--- src/hw/utq_pkg.sv ---
// Constants shared by the completion queue and interrupt logic
package utq_pkg;
	localparam int unsigned CLK_MHZ      = 200;
	localparam int unsigned WAKE_IDLE_MS = 5;
	localparam logic [5:0] IDX_MAIN  = 6'h00;
	localparam logic [5:0] IDX_LINE  = 6'h01;
	localparam logic [5:0] IDX_IRQA  = 6'h06;
	localparam logic [5:0] IDX_IRQB  = 6'h07;
	localparam logic [5:0] IDX_WP    = 6'h10;
	localparam logic [5:0] IDX_RP    = 6'h11;
	localparam logic [5:0] IDX_BASE  = 6'h12;
	localparam logic [5:0] IDX_FLAGS = 6'h13;
	localparam logic [5:0] IDX_DBG   = 6'h14;
	localparam int B_EN = 7;
	localparam int B_SPD = 6;
	localparam int B_QON = 5;
	localparam int B_FRM = 4;
	localparam int B_HOLD = 4;
	localparam int B_RWK = 2;
	localparam int B_REF = 1;
	localparam int B_ATT = 0;
	localparam logic [7:0] LINE_MASK = 8'h17;
	localparam logic [7:0] IRQA_MASK = 8'hf3;
	localparam int B_SOFIE = 7;
	localparam int B_BUSEVIE = 6;
	localparam int B_BUSERRIE = 5;
	localparam int B_STALLIE = 4;
	localparam int B_TRNIE = 1;
	localparam int B_SETUPIE = 0;
	localparam int F_TRN = 0;
	localparam int F_SETUP = 1;
	localparam int F_SOF = 2;
	localparam int F_IDLE = 3;
	localparam int F_WAKE = 4;
	localparam int F_RST = 5;
	localparam int F_CRC = 6;
	localparam int F_UNF = 7;
	localparam int F_OVF = 8;
	localparam int F_STALL = 9;
	localparam logic [4:0] PTR_START = 5'h1f;
	localparam logic [5:0] PTR_SPAN = 6'd32;
	localparam logic [1:0] RESP_OKAY = 2'b00;
	localparam logic [1:0] RESP_SLVERR = 2'b10;
endpackage

--- src/hw/utq_irq_if.sv ---
// Flag and enable signals between the control core and the interrupt unit
`timescale 1ns/1ps
interface utq_irq_if;
	logic [9:0] set;
	logic [9:0] clr;
	logic       qmode;
	logic       qlevel;
	logic [7:0] irqa;
	logic [1:0] irqb;
	logic [9:0] flags;
	logic       vec_trn;
	logic       vec_bus;
	modport core (output set, clr, qmode, qlevel, irqa, irqb, input flags, vec_trn, vec_bus);
	modport irq (input set, clr, qmode, qlevel, irqa, irqb, output flags, vec_trn, vec_bus);
endinterface

--- src/hw/utq_top.sv ---
// Completion queue, control registers, events and debug break handshake
//
// What this block does
// - Five-bit write pointer moved by hardware, five-bit read pointer moved for software.
// - Pointers hold negative values; entry address is table base plus twice pointer.
// - Queued entry count is read pointer minus write pointer.
// - Completed IN/OUT stores endpoint table address at base plus twice pointer, then decrements.
// - A pointer reaching the queue size wraps back to start.
// - Reading the read pointer decrements it if queue non-empty and no store that cycle; reading write pointer has no effect.
// - Transfer flag set while pointers differ or queue full, cleared when equal.
// - Ten interrupt sources on two vectors, gated by level and enables.
// - Transaction vector fed by transfer-complete and setup-complete flags.
// - Line-event vector fed by eight line and error sources.
// - Wake detection on a non-idle suspended bus works without a clock.
// - Event outputs for setup, frame start, check error, under/overflow.
// - Break mode off: debug break acknowledged at once.
// - Break mode on: acknowledge when idle, then refuse every transaction.
// - Bit 7 enables interface; clearing aborts current transaction.
// - Bit 6 selects low speed at zero, full speed at one.
// - Bit 5 enables queue; clearing disables it and frees its memory.
// - Bit 4 stores each received frame number into frame location.
// - Endpoints above highest-endpoint field are discarded.
// - Hold-pullup bit keeps pull-up in device reset; only RESETN or a line register write clears it.
// - Remote wake drives resume once bus suspended at least 5 ms.
// - Queue spans four bytes per endpoint, growing down below table base.
// - Global refuse refuses all but setup, with no memory traffic.
// - Attach enables pull-up on the line chosen by speed.
//
// Local design decision: the AXI4-Lite interface to the registers.
`timescale 1ns/1ps
module utq_top #(
	parameter int WAKE_IDLE_CYC = utq_pkg::WAKE_IDLE_MS * utq_pkg::CLK_MHZ * 1000
) (
	input  wire logic        CLK_SYS,
	input  wire logic        RESETN,
	input  wire logic [7:0]  AWADDR,
	input  wire logic        AWVALID,
	output logic             AWREADY,
	input  wire logic [31:0] WDATA,
	input  wire logic [3:0]  WSTRB,
	input  wire logic        WVALID,
	output logic             WREADY,
	output logic [1:0]       BRESP,
	output logic             BVALID,
	input  wire logic        BREADY,
	input  wire logic [7:0]  ARADDR,
	input  wire logic        ARVALID,
	output logic             ARREADY,
	output logic [31:0]      RDATA,
	output logic [1:0]       RRESP,
	output logic             RVALID,
	input  wire logic        RREADY,
	input  wire logic        TRN_DONE,
	input  wire logic [15:0] TRN_EP_ADDR,
	input  wire logic        SETUP_DONE,
	input  wire logic        SOF_SEEN,
	input  wire logic [10:0] SOF_FRAME,
	input  wire logic        IDLE_3MS,
	input  wire logic        BUS_RESET_SEEN,
	input  wire logic        ISO_CRC_ERR,
	input  wire logic        IN_STARVED,
	input  wire logic        OUT_REJECTED,
	input  wire logic        HALT_SENT,
	input  wire logic        BUS_SUSPENDED,
	input  wire logic        LINE_ACTIVE,
	input  wire logic        TXN_BUSY,
	input  wire logic        DEV_IN_RESET,
	input  wire logic [3:0]  TOKEN_EP,
	input  wire logic        DBG_BREAK_REQ,
	output logic             DBG_BREAK_ACK,
	output logic             MEM_WE,
	output logic [15:0]      MEM_ADDR,
	output logic [15:0]      MEM_WDATA,
	output logic             EV_SETUP,
	output logic             EV_SOF,
	output logic             EV_CRC,
	output logic             EV_UNDER_OVER,
	output logic             IRQ_TRANSACTION_DONE,
	output logic             IRQ_LINE_EVENT,
	output logic [1:0]       IRQ_LEVEL,
	output logic             WAKE_ASYNC,
	output logic             USB_ENABLE,
	output logic             FULL_SPEED,
	output logic             ABORT_TXN,
	output logic             TOKEN_EP_OK,
	output logic             PULLUP_DP,
	output logic             PULLUP_DM,
	output logic             RESUME_DRIVE,
	output logic             REFUSE_NON_SETUP,
	output logic             REFUSE_ALL
);
	import utq_pkg::*;
	if (WAKE_IDLE_CYC < 1 || WAKE_IDLE_CYC >= 2 ** 20) begin : g_chk
		$error("WAKE_IDLE_CYC out of range");
	end
	typedef struct packed {
		logic [2:0]  ln;
		logic [7:0]  main;
		logic [7:0]  line;
		logic [15:0] base;
		logic [7:0]  irqa;
		logic [1:0]  irqb;
		logic        dbgm;
		logic [4:0]  wp;
		logic [4:0]  rp;
		logic        full;
		logic        awg;
		logic [5:0]  awi;
		logic        wg;
		logic [31:0] wd;
		logic [3:0]  ws;
		logic        bv;
		logic [1:0]  br;
		logic        rv;
		logic [31:0] rd;
		logic [1:0]  rr;
		logic        mwe;
		logic [15:0] madr;
		logic [15:0] mdat;
		logic        fpend;
		logic [10:0] fval;
		logic [3:0]  ev;
		logic        abort;
		logic        ack;
		logic [19:0] scnt;
		logic        slong;
	} utq_st_type;
	utq_st_type s_reg;
	utq_st_type s_next;
	logic [1:0] rst_sync_reg;
	logic       rst_n;
	logic [5:0] qsize;
	logic [4:0] qlow;
	logic [5:0] wofs;
	logic       nonempty;
	logic       qwrite;
	logic [4:0] wp_step;
	logic [4:0] rp_step;
	logic       do_w;
	logic       ar_go;
	logic [5:0] ari;
	utq_irq_if  ib ();

	always_ff @(posedge CLK_SYS or negedge RESETN) begin
		if (!RESETN) begin
			rst_sync_reg <= 2'b00;
		end else begin
			rst_sync_reg <= {rst_sync_reg[0], 1'b1};
		end
	end
	assign rst_n = rst_sync_reg[1];

	assign qsize = {{1'b0, s_reg.main[3:0]} + 5'h01, 1'b0};
	assign qlow = 5'(PTR_SPAN - qsize);
	assign wofs = PTR_SPAN - {1'b0, s_reg.wp};
	assign nonempty = (s_reg.wp != s_reg.rp) | s_reg.full;
	assign qwrite = TRN_DONE & s_reg.main[B_QON] & s_reg.main[B_EN] & ~s_reg.full;
	assign wp_step = (s_reg.wp == qlow) ? PTR_START : s_reg.wp - 5'h01;
	assign rp_step = (s_reg.rp == qlow) ? PTR_START : s_reg.rp - 5'h01;
	assign do_w = s_reg.awg & s_reg.wg & ~s_reg.bv;
	assign ar_go = ARVALID & ~s_reg.rv;
	assign ari = ARADDR[7:2];

	always_comb begin
		s_next = s_reg;
		s_next.ln = {s_reg.ln[1], s_reg.ln[0], LINE_ACTIVE};
		s_next.mwe = 1'b0;
		s_next.abort = 1'b0;
		s_next.ev = {ISO_CRC_ERR, IN_STARVED | OUT_REJECTED, SOF_SEEN, SETUP_DONE};
		ib.set = '0;
		ib.clr = '0;
		ib.set[F_TRN] = TRN_DONE;
		ib.set[F_SETUP] = SETUP_DONE;
		ib.set[F_SOF] = SOF_SEEN;
		ib.set[F_IDLE] = IDLE_3MS;
		ib.set[F_WAKE] = s_reg.ln[1] & ~s_reg.ln[2] & BUS_SUSPENDED;
		ib.set[F_RST] = BUS_RESET_SEEN;
		ib.set[F_CRC] = ISO_CRC_ERR;
		ib.set[F_UNF] = IN_STARVED;
		ib.set[F_OVF] = OUT_REJECTED;
		ib.set[F_STALL] = HALT_SENT;
		// Queue store has the memory port; a frame number waits a cycle
		if (qwrite) begin
			s_next.mwe = 1'b1;
			s_next.madr = s_reg.base - {9'h000, wofs, 1'b0};
			s_next.mdat = TRN_EP_ADDR;
			s_next.wp = wp_step;
			s_next.full = (wp_step == s_reg.rp);
		end else if (s_reg.fpend) begin
			s_next.mwe = 1'b1;
			s_next.madr = s_reg.base - (s_reg.main[B_QON] ? {9'h000, qsize, 1'b0} : 16'h0000)
				- 16'h0002;
			s_next.mdat = {5'h00, s_reg.fval};
			s_next.fpend = 1'b0;
		end
		if (SOF_SEEN & s_reg.main[B_FRM]) begin
			s_next.fpend = 1'b1;
			s_next.fval = SOF_FRAME;
		end
		// Debug break handshake
		s_next.ack = DBG_BREAK_REQ & (s_reg.ack | ~s_reg.dbgm | ~TXN_BUSY);
		// Suspend time for remote wake
		if (!BUS_SUSPENDED) begin
			s_next.scnt = '0;
			s_next.slong = 1'b0;
			s_next.line[B_RWK] = 1'b0;
		end else if (s_reg.scnt == 20'(WAKE_IDLE_CYC - 1)) begin
			s_next.slong = 1'b1;
		end else begin
			s_next.scnt = s_reg.scnt + 20'h00001;
		end
		// Write channel capture
		if (AWVALID & ~s_reg.awg & ~s_reg.bv) begin
			s_next.awg = 1'b1;
			s_next.awi = AWADDR[7:2];
		end
		if (WVALID & ~s_reg.wg & ~s_reg.bv) begin
			s_next.wg = 1'b1;
			s_next.wd = WDATA;
			s_next.ws = WSTRB;
		end
		if (s_reg.bv & BREADY) begin
			s_next.bv = 1'b0;
		end
		if (do_w) begin
			s_next.awg = 1'b0;
			s_next.wg = 1'b0;
			s_next.bv = 1'b1;
			s_next.br = RESP_OKAY;
			if (s_reg.awi == IDX_MAIN) begin
				if (s_reg.ws[0]) begin
					s_next.main = s_reg.wd[7:0];
					s_next.abort = s_reg.main[B_EN] & ~s_reg.wd[B_EN];
				end
			end else if (s_reg.awi == IDX_LINE) begin
				if (s_reg.ws[0]) begin
					s_next.line = s_reg.wd[7:0] & LINE_MASK;
				end
			end else if (s_reg.awi == IDX_IRQA) begin
				if (s_reg.ws[0]) begin
					s_next.irqa = s_reg.wd[7:0] & IRQA_MASK;
				end
			end else if (s_reg.awi == IDX_IRQB) begin
				if (s_reg.ws[0]) begin
					s_next.irqb = s_reg.wd[1:0];
				end
			end else if (s_reg.awi == IDX_WP || s_reg.awi == IDX_RP) begin
				s_next.wp = PTR_START;
				s_next.rp = PTR_START;
				s_next.full = 1'b0;
			end else if (s_reg.awi == IDX_BASE) begin
				if (s_reg.ws[0]) begin
					s_next.base[7:0] = {s_reg.wd[7:1], 1'b0};
				end
				if (s_reg.ws[1]) begin
					s_next.base[15:8] = s_reg.wd[15:8];
				end
			end else if (s_reg.awi == IDX_FLAGS) begin
				ib.clr = s_reg.wd[9:0] & {{2{s_reg.ws[1]}}, {8{s_reg.ws[0]}}};
			end else if (s_reg.awi == IDX_DBG) begin
				if (s_reg.ws[0]) begin
					s_next.dbgm = s_reg.wd[0];
				end
			end else begin
				s_next.br = RESP_SLVERR;
			end
		end
		// Read channel
		if (s_reg.rv & RREADY) begin
			s_next.rv = 1'b0;
		end
		if (ar_go) begin
			s_next.rv = 1'b1;
			s_next.rr = RESP_OKAY;
			s_next.rd = '0;
			if (ari == IDX_MAIN) begin
				s_next.rd[7:0] = s_reg.main;
			end else if (ari == IDX_LINE) begin
				s_next.rd[7:0] = s_reg.line;
			end else if (ari == IDX_IRQA) begin
				s_next.rd[7:0] = s_reg.irqa;
			end else if (ari == IDX_IRQB) begin
				s_next.rd[1:0] = s_reg.irqb;
			end else if (ari == IDX_WP) begin
				s_next.rd[4:0] = s_reg.wp;
			end else if (ari == IDX_RP) begin
				s_next.rd[4:0] = s_reg.rp;
				if (nonempty & ~qwrite) begin
					s_next.rp = rp_step;
					s_next.full = 1'b0;
				end
			end else if (ari == IDX_BASE) begin
				s_next.rd[15:0] = s_reg.base;
			end else if (ari == IDX_FLAGS) begin
				s_next.rd[9:0] = ib.flags;
			end else if (ari == IDX_DBG) begin
				s_next.rd[0] = s_reg.dbgm;
			end else begin
				s_next.rr = RESP_SLVERR;
			end
		end
		if (!s_reg.main[B_QON]) begin
			s_next.wp = PTR_START;
			s_next.rp = PTR_START;
			s_next.full = 1'b0;
		end
	end

	always_ff @(posedge CLK_SYS or negedge rst_n) begin
		if (!rst_n) begin
			s_reg <= '0;
			s_reg.wp <= PTR_START;
			s_reg.rp <= PTR_START;
		end else begin
			s_reg <= s_next;
		end
	end

	assign ib.qmode = s_reg.main[B_QON];
	assign ib.qlevel = nonempty;
	assign ib.irqa = s_reg.irqa;
	assign ib.irqb = s_reg.irqb;
	utq_irq u_irq (
		.clk   (CLK_SYS),
		.rst_n (rst_n),
		.bus   (ib)
	);

	assign AWREADY = ~s_reg.awg & ~s_reg.bv;
	assign WREADY = ~s_reg.wg & ~s_reg.bv;
	assign BVALID = s_reg.bv;
	assign BRESP = s_reg.br;
	assign ARREADY = ~s_reg.rv;
	assign RVALID = s_reg.rv;
	assign RDATA = s_reg.rd;
	assign RRESP = s_reg.rr;
	assign MEM_WE = s_reg.mwe;
	assign MEM_ADDR = s_reg.madr;
	assign MEM_WDATA = s_reg.mdat;
	assign {EV_CRC, EV_UNDER_OVER, EV_SOF, EV_SETUP} = s_reg.ev;
	assign IRQ_TRANSACTION_DONE = ib.vec_trn;
	assign IRQ_LINE_EVENT = ib.vec_bus;
	assign IRQ_LEVEL = s_reg.irqa[1:0];
	assign WAKE_ASYNC = LINE_ACTIVE & BUS_SUSPENDED;
	assign USB_ENABLE = s_reg.main[B_EN];
	assign ABORT_TXN = s_reg.abort;
	assign FULL_SPEED = s_reg.main[B_SPD];
	assign TOKEN_EP_OK = TOKEN_EP <= s_reg.main[3:0];
	assign PULLUP_DP = s_reg.line[B_ATT] & s_reg.main[B_SPD]
		& (~DEV_IN_RESET | s_reg.line[B_HOLD]);
	assign PULLUP_DM = s_reg.line[B_ATT] & ~s_reg.main[B_SPD]
		& (~DEV_IN_RESET | s_reg.line[B_HOLD]);
	assign RESUME_DRIVE = s_reg.line[B_RWK] & s_reg.slong & BUS_SUSPENDED;
	assign REFUSE_NON_SETUP = s_reg.line[B_REF];
	assign REFUSE_ALL = s_reg.dbgm & s_reg.ack;
	assign DBG_BREAK_ACK = s_reg.ack;
endmodule // utq_top

--- src/hw/utq_irq.sv ---
// Sticky interrupt flags and the two gated interrupt vectors
`timescale 1ns/1ps
module utq_irq (
	input wire logic clk,
	input wire logic rst_n,
	utq_irq_if.irq   bus
);
	import utq_pkg::*;
	typedef struct packed {
		logic [9:0] flags;
	} utq_irq_st_type;
	utq_irq_st_type s_reg;
	utq_irq_st_type s_next;
	logic lvl_on;
	always_comb begin
		s_next = s_reg;
		s_next.flags = (s_reg.flags & ~bus.clr) | bus.set;
		if (bus.qmode) begin
			s_next.flags[F_TRN] = bus.qlevel;
		end
	end
	always_ff @(posedge clk or negedge rst_n) begin
		if (!rst_n) begin
			s_reg <= '0;
		end else begin
			s_reg <= s_next;
		end
	end
	assign lvl_on = |bus.irqa[1:0];
	assign bus.flags = s_reg.flags;
	assign bus.vec_trn = lvl_on & ((s_reg.flags[F_TRN] & bus.irqb[B_TRNIE])
		| (s_reg.flags[F_SETUP] & bus.irqb[B_SETUPIE]));
	assign bus.vec_bus = lvl_on & ((s_reg.flags[F_SOF] & bus.irqa[B_SOFIE])
		| (|s_reg.flags[F_RST:F_IDLE] & bus.irqa[B_BUSEVIE])
		| (|s_reg.flags[F_OVF:F_CRC] & bus.irqa[B_BUSERRIE])
		| (s_reg.flags[F_STALL] & bus.irqa[B_STALLIE]));
endmodule // utq_irq

--- config.mk ---
export PLATFORM = sky130hd
export DESIGN_NAME = utq_top
export DESIGN_NICKNAME = d
export VERILOG_FILES = /design/src/hw/utq_pkg.sv /design/src/hw/utq_irq_if.sv /design/src/hw/utq_top.sv /design/src/hw/utq_irq.sv
export SDC_FILE = /design/constraint.sdc
export NUM_CORES = 1
export LEC_CHECK = 0
export BUFFER_PORTS_ARGS = -buffer_cell sky130_fd_sc_hd__buf_2
export CORE_ASPECT_RATIO = 0.8
export CORE_MARGIN = 2
export CORE_UTILIZATION = 50
export CTS_BUF_LIST = sky130_fd_sc_hd__clkbuf_16
export DETAILED_ROUTE_END_ITERATION = 10
export HOLD_SLACK_MARGIN = 0.08
export PLACE_DENSITY = 0.73
export SLEW_MARGIN = 25
export SYNTH_ARGS = -nofsm -noshare
export SYNTH_HDL_FRONTEND = slang
export SYNTH_SLANG_ARGS = --single-unit
--- constraint.sdc ---
create_clock -name CLK_SYS -period 15 [get_ports CLK_SYS]
set_clock_uncertainty 0.2 [all_clocks]
set_input_delay 0.75 -clock CLK_SYS [delete_from_list [all_inputs] [get_ports CLK_SYS]]
set_output_delay 0.75 -clock CLK_SYS [all_outputs]
set_load 0.005 [all_outputs]
==> results.md <==
* Residual DRC at 0
* Ys flop type: dfrtp_1
* Syn_area_per_cell at between 10 and 15 um^2
* Synth cell types at 84
* Initial antenna violation count at 0
* CP max-delay cell: dfrtp_1
* Syn Inst Count at slightly below 1000
* Die Wd at 161 um
* Register area share after synthesis at between 40% and 50%
* Count leader, synth: dfrtp_1
* Number of CTS-inserted buffers at 17
* Pwr Density at roughly 170 nW/um^2
* Crit-path cells: ha_1, and2_1, ha_1, inv_1, ha_1, nor2b_1, o21ai_0, a21boi_0, o21ai_1, nand3_1, a221o_1, a2bb2oi_1
* RSZ-0062 raised after global routing: false
* Synth cell count leaders: 169 x dfrtp_1, 72 x nand2_1, 70 x buf_4, 67 x mux2_2, 58 x nor2_1
* Max FFs per register at between 90 and 100
* Fin. max-slew vios at 0
* Clock-pin slew on the worst setup and hold paths at about 70 ps
* Slew margin rel. at between 30% and 40%
* Leak at roughly 5.2 nW
* Total routed wirelength at ~22 mm
* Port Buffers at around 160
* Arrival time of the worst setup path at about 4000 ps
* GRT Overall Usage at around 22%
* Site Rows at 46
* HP Class: reg2async
* Async SR Flop Fraction at 100%
* Hold Fails Final Rpt at 0
* Diode count at 0
* Ys Warns at 0
* Fillers at between 1500 and 2000
* Pin count of the biggest net entering global routing at 80
* Max H-tree Level at 4
* Total power at between 0.0015 and 0.002 W
* Clock Tree Buf Depth at 2
* Slew @ Worst Pin at between 900 and 1000 ps
* CP max stage delay at approximately 630 ps
* Number of synthesized flops with an enable pin at 0
* Fmax at between 0.2 and 0.3 GHz
* Crit path max fanout at 11
* CP most frequent cell: ha_1
* Final net count at 1182
* Clk sinks at around 180
* Hpwl dp at 16.0 mm
* Clk Tree Root Cell: clkbuf_16
* FF+latch count, synth at ~180
* Final ANT Viol Nets at 0
* IO Pins at approximately 200
* # setup viols final at 0
* Post-cts resize count at 0
* P&R area growth vs syn at 10.9%
* Number of global-route vias before repair at ~6800
* Initial Util at between 50% and 60%
* Critical Path RT at about 15000 ps
* CTS tree: built
* Via count at around 7300
* GRT overflow at 0
* Final Cycle Share at 25.0%
* Cell accounting for the most synthesized area: dfrtp_1
* Wire per inst at about 17 um
* Critical path class: reg2reg
* Clock latency on the worst-skew pair at roughly 440 ps
* Die Height at between 100 and 150 um
* TNS Setup at 0 ps
* Tmin final at roughly 3800 ps
* Gpl congestion at between 0.8 and 0.9
* Max-cap violations at 0
* Core area at a little under 20000 um^2
* Layout cells sized above 1 at 27.3%
* DR pass1 iterations at 5
* Vias per inst at roughly 5.5
* First-pass GRT wire length at 35.7 mm
* Critical path endpoint category: flip-flop
* Syn Std Cell Area at 9920 um^2
* Status: complete, no violations
* Drt first-iter violations at about 520
* Share of the synthesized area in the top cell type at 42.6%
* Synth top area cells: dfrtp_1 43%, mux2_2 7.6%, buf_4 5.3%
* Worst ir drop on vdd at between 0.0001 and 0.00015 V
* Worst setup SP type: flip-flop
* Die area at 21000 um^2
[per-stage QoR]
| step | setup slack [ps] | hold slack, ps | cell area [um^2] | util (%) | instances |
|---|---|---|---|---|---|
| after detailed placement | 11300 | 141 | 10400 | 53.0 | 1296 |
| after CTS | 11260 | 158 | 11000 | 56.0 | 1328 |
| final | 11250 | 155 | 11000 | 56.0 | 1328 |
| after floorplan | 9460 | 131 | 9980 | - | 985 |
| after global routing | 10980 | 162 | 11000 | 56.0 | 1328 |
| after global placement | 11360 | 135 | 10400 | 53.0 | 1296 |
[path summary, 6_finish.rpt]
kind	start	endpoint	slack, ps	depth (start not counted)
hold / removal	rst_sync_reg[1]$_DFF_PN0_	s_reg[118]$_DFFE_PN0P_	160	0
min in group CLK_SYS	rst_sync_reg[0]$_DFF_PN0_	rst_sync_reg[1]$_DFF_PN0_	160	0
hold reg to reg	rst_sync_reg[1]$_DFF_PN0_	s_reg[118]$_DFFE_PN0P_	160	0
setup reg to reg	s_reg[200]$_DFFE_PN0P_	MEM_ADDR[11]$_DFFE_PN0P_	11250	12
setup / recovery	s_reg[200]$_DFFE_PN0P_	MEM_ADDR[11]$_DFFE_PN0P_	11250	12
max in group asynchronous	rst_sync_reg[1]$_DFF_PN0_	MEM_ADDR[4]$_DFFE_PN0P_	13300	1
[placed cells by master (no fill, tap or decap), drive strengths merged, types with 17 or more instances in the layout]
cell type	count
ha	25
xnor2	24
nand3	23
nand2	72
a21oi	41
conb	20
mux2	67
o21ai	42
nor3	17
mux2i	30
nor2	59
buf	160
and2	28
inv	56
dfrtp	169
clkbuf	17
xor2	18
[worst max-delay path: cells and delay by family, from the launching register on]
family          cells  cell delay [ps]
fa+ha+maj           3             1000
simple gates        3              500
compound gates      5             1300
buf+inv             1               40
flops               1              630
[metal layers]
layer,vias to the layer above,GRT usage [%],part of all wire (%)
li1,3462,-,-
met1,3564,30.5,47
met2,236,34.1,46
met3,25,4.61,5.9
met4,0,5.99,1.3
met5,-,0,0
[layout make-up]
| class | count | area (um^2) | area share, % |
|---|---|---|---|
| inverter | 49 | 184 | 1.67 |
| clock inverter | 14 | 151 | 1.38 |
| timing repair buffer | 161 | 827 | 7.52 |
| multi-input combinational | 644 | 4580 | 41.7 |
| tap | 264 | 330 | 3.00 |
| sequential | 179 | 4500 | 40.9 |
| clock buffer | 17 | 425 | 3.87 |
[logic make-up after synthesis]
logic type                 synth area share (%)
adders and majority gates                  3.36
buffers and inverters                      9.21
muxes                                      11.5
and+or+nand+nor                            15.1
DFF                                        45.3
other                                    0.0757
AOI/OAI and AO/OA                          11.2
xor gates and xnor gates                   4.18
[report_power, final]
part,switching (W),internal [W],total [W]
logic,0.000341,0.000342,0.000683
clock network,0.000199,0.000247,0.000446
registers,0.000148,0.000610,0.000758
total,0.000688,0.00120,0.00189
[repair_timing]
action | 4_1_cts | 5_1_grt
hold buffers | 1 | 0
buffers inserted | 0 | 0
endpoints found under the hold margin | 2 | 0
No activity file was read; power rests on OpenSTA's default activity.
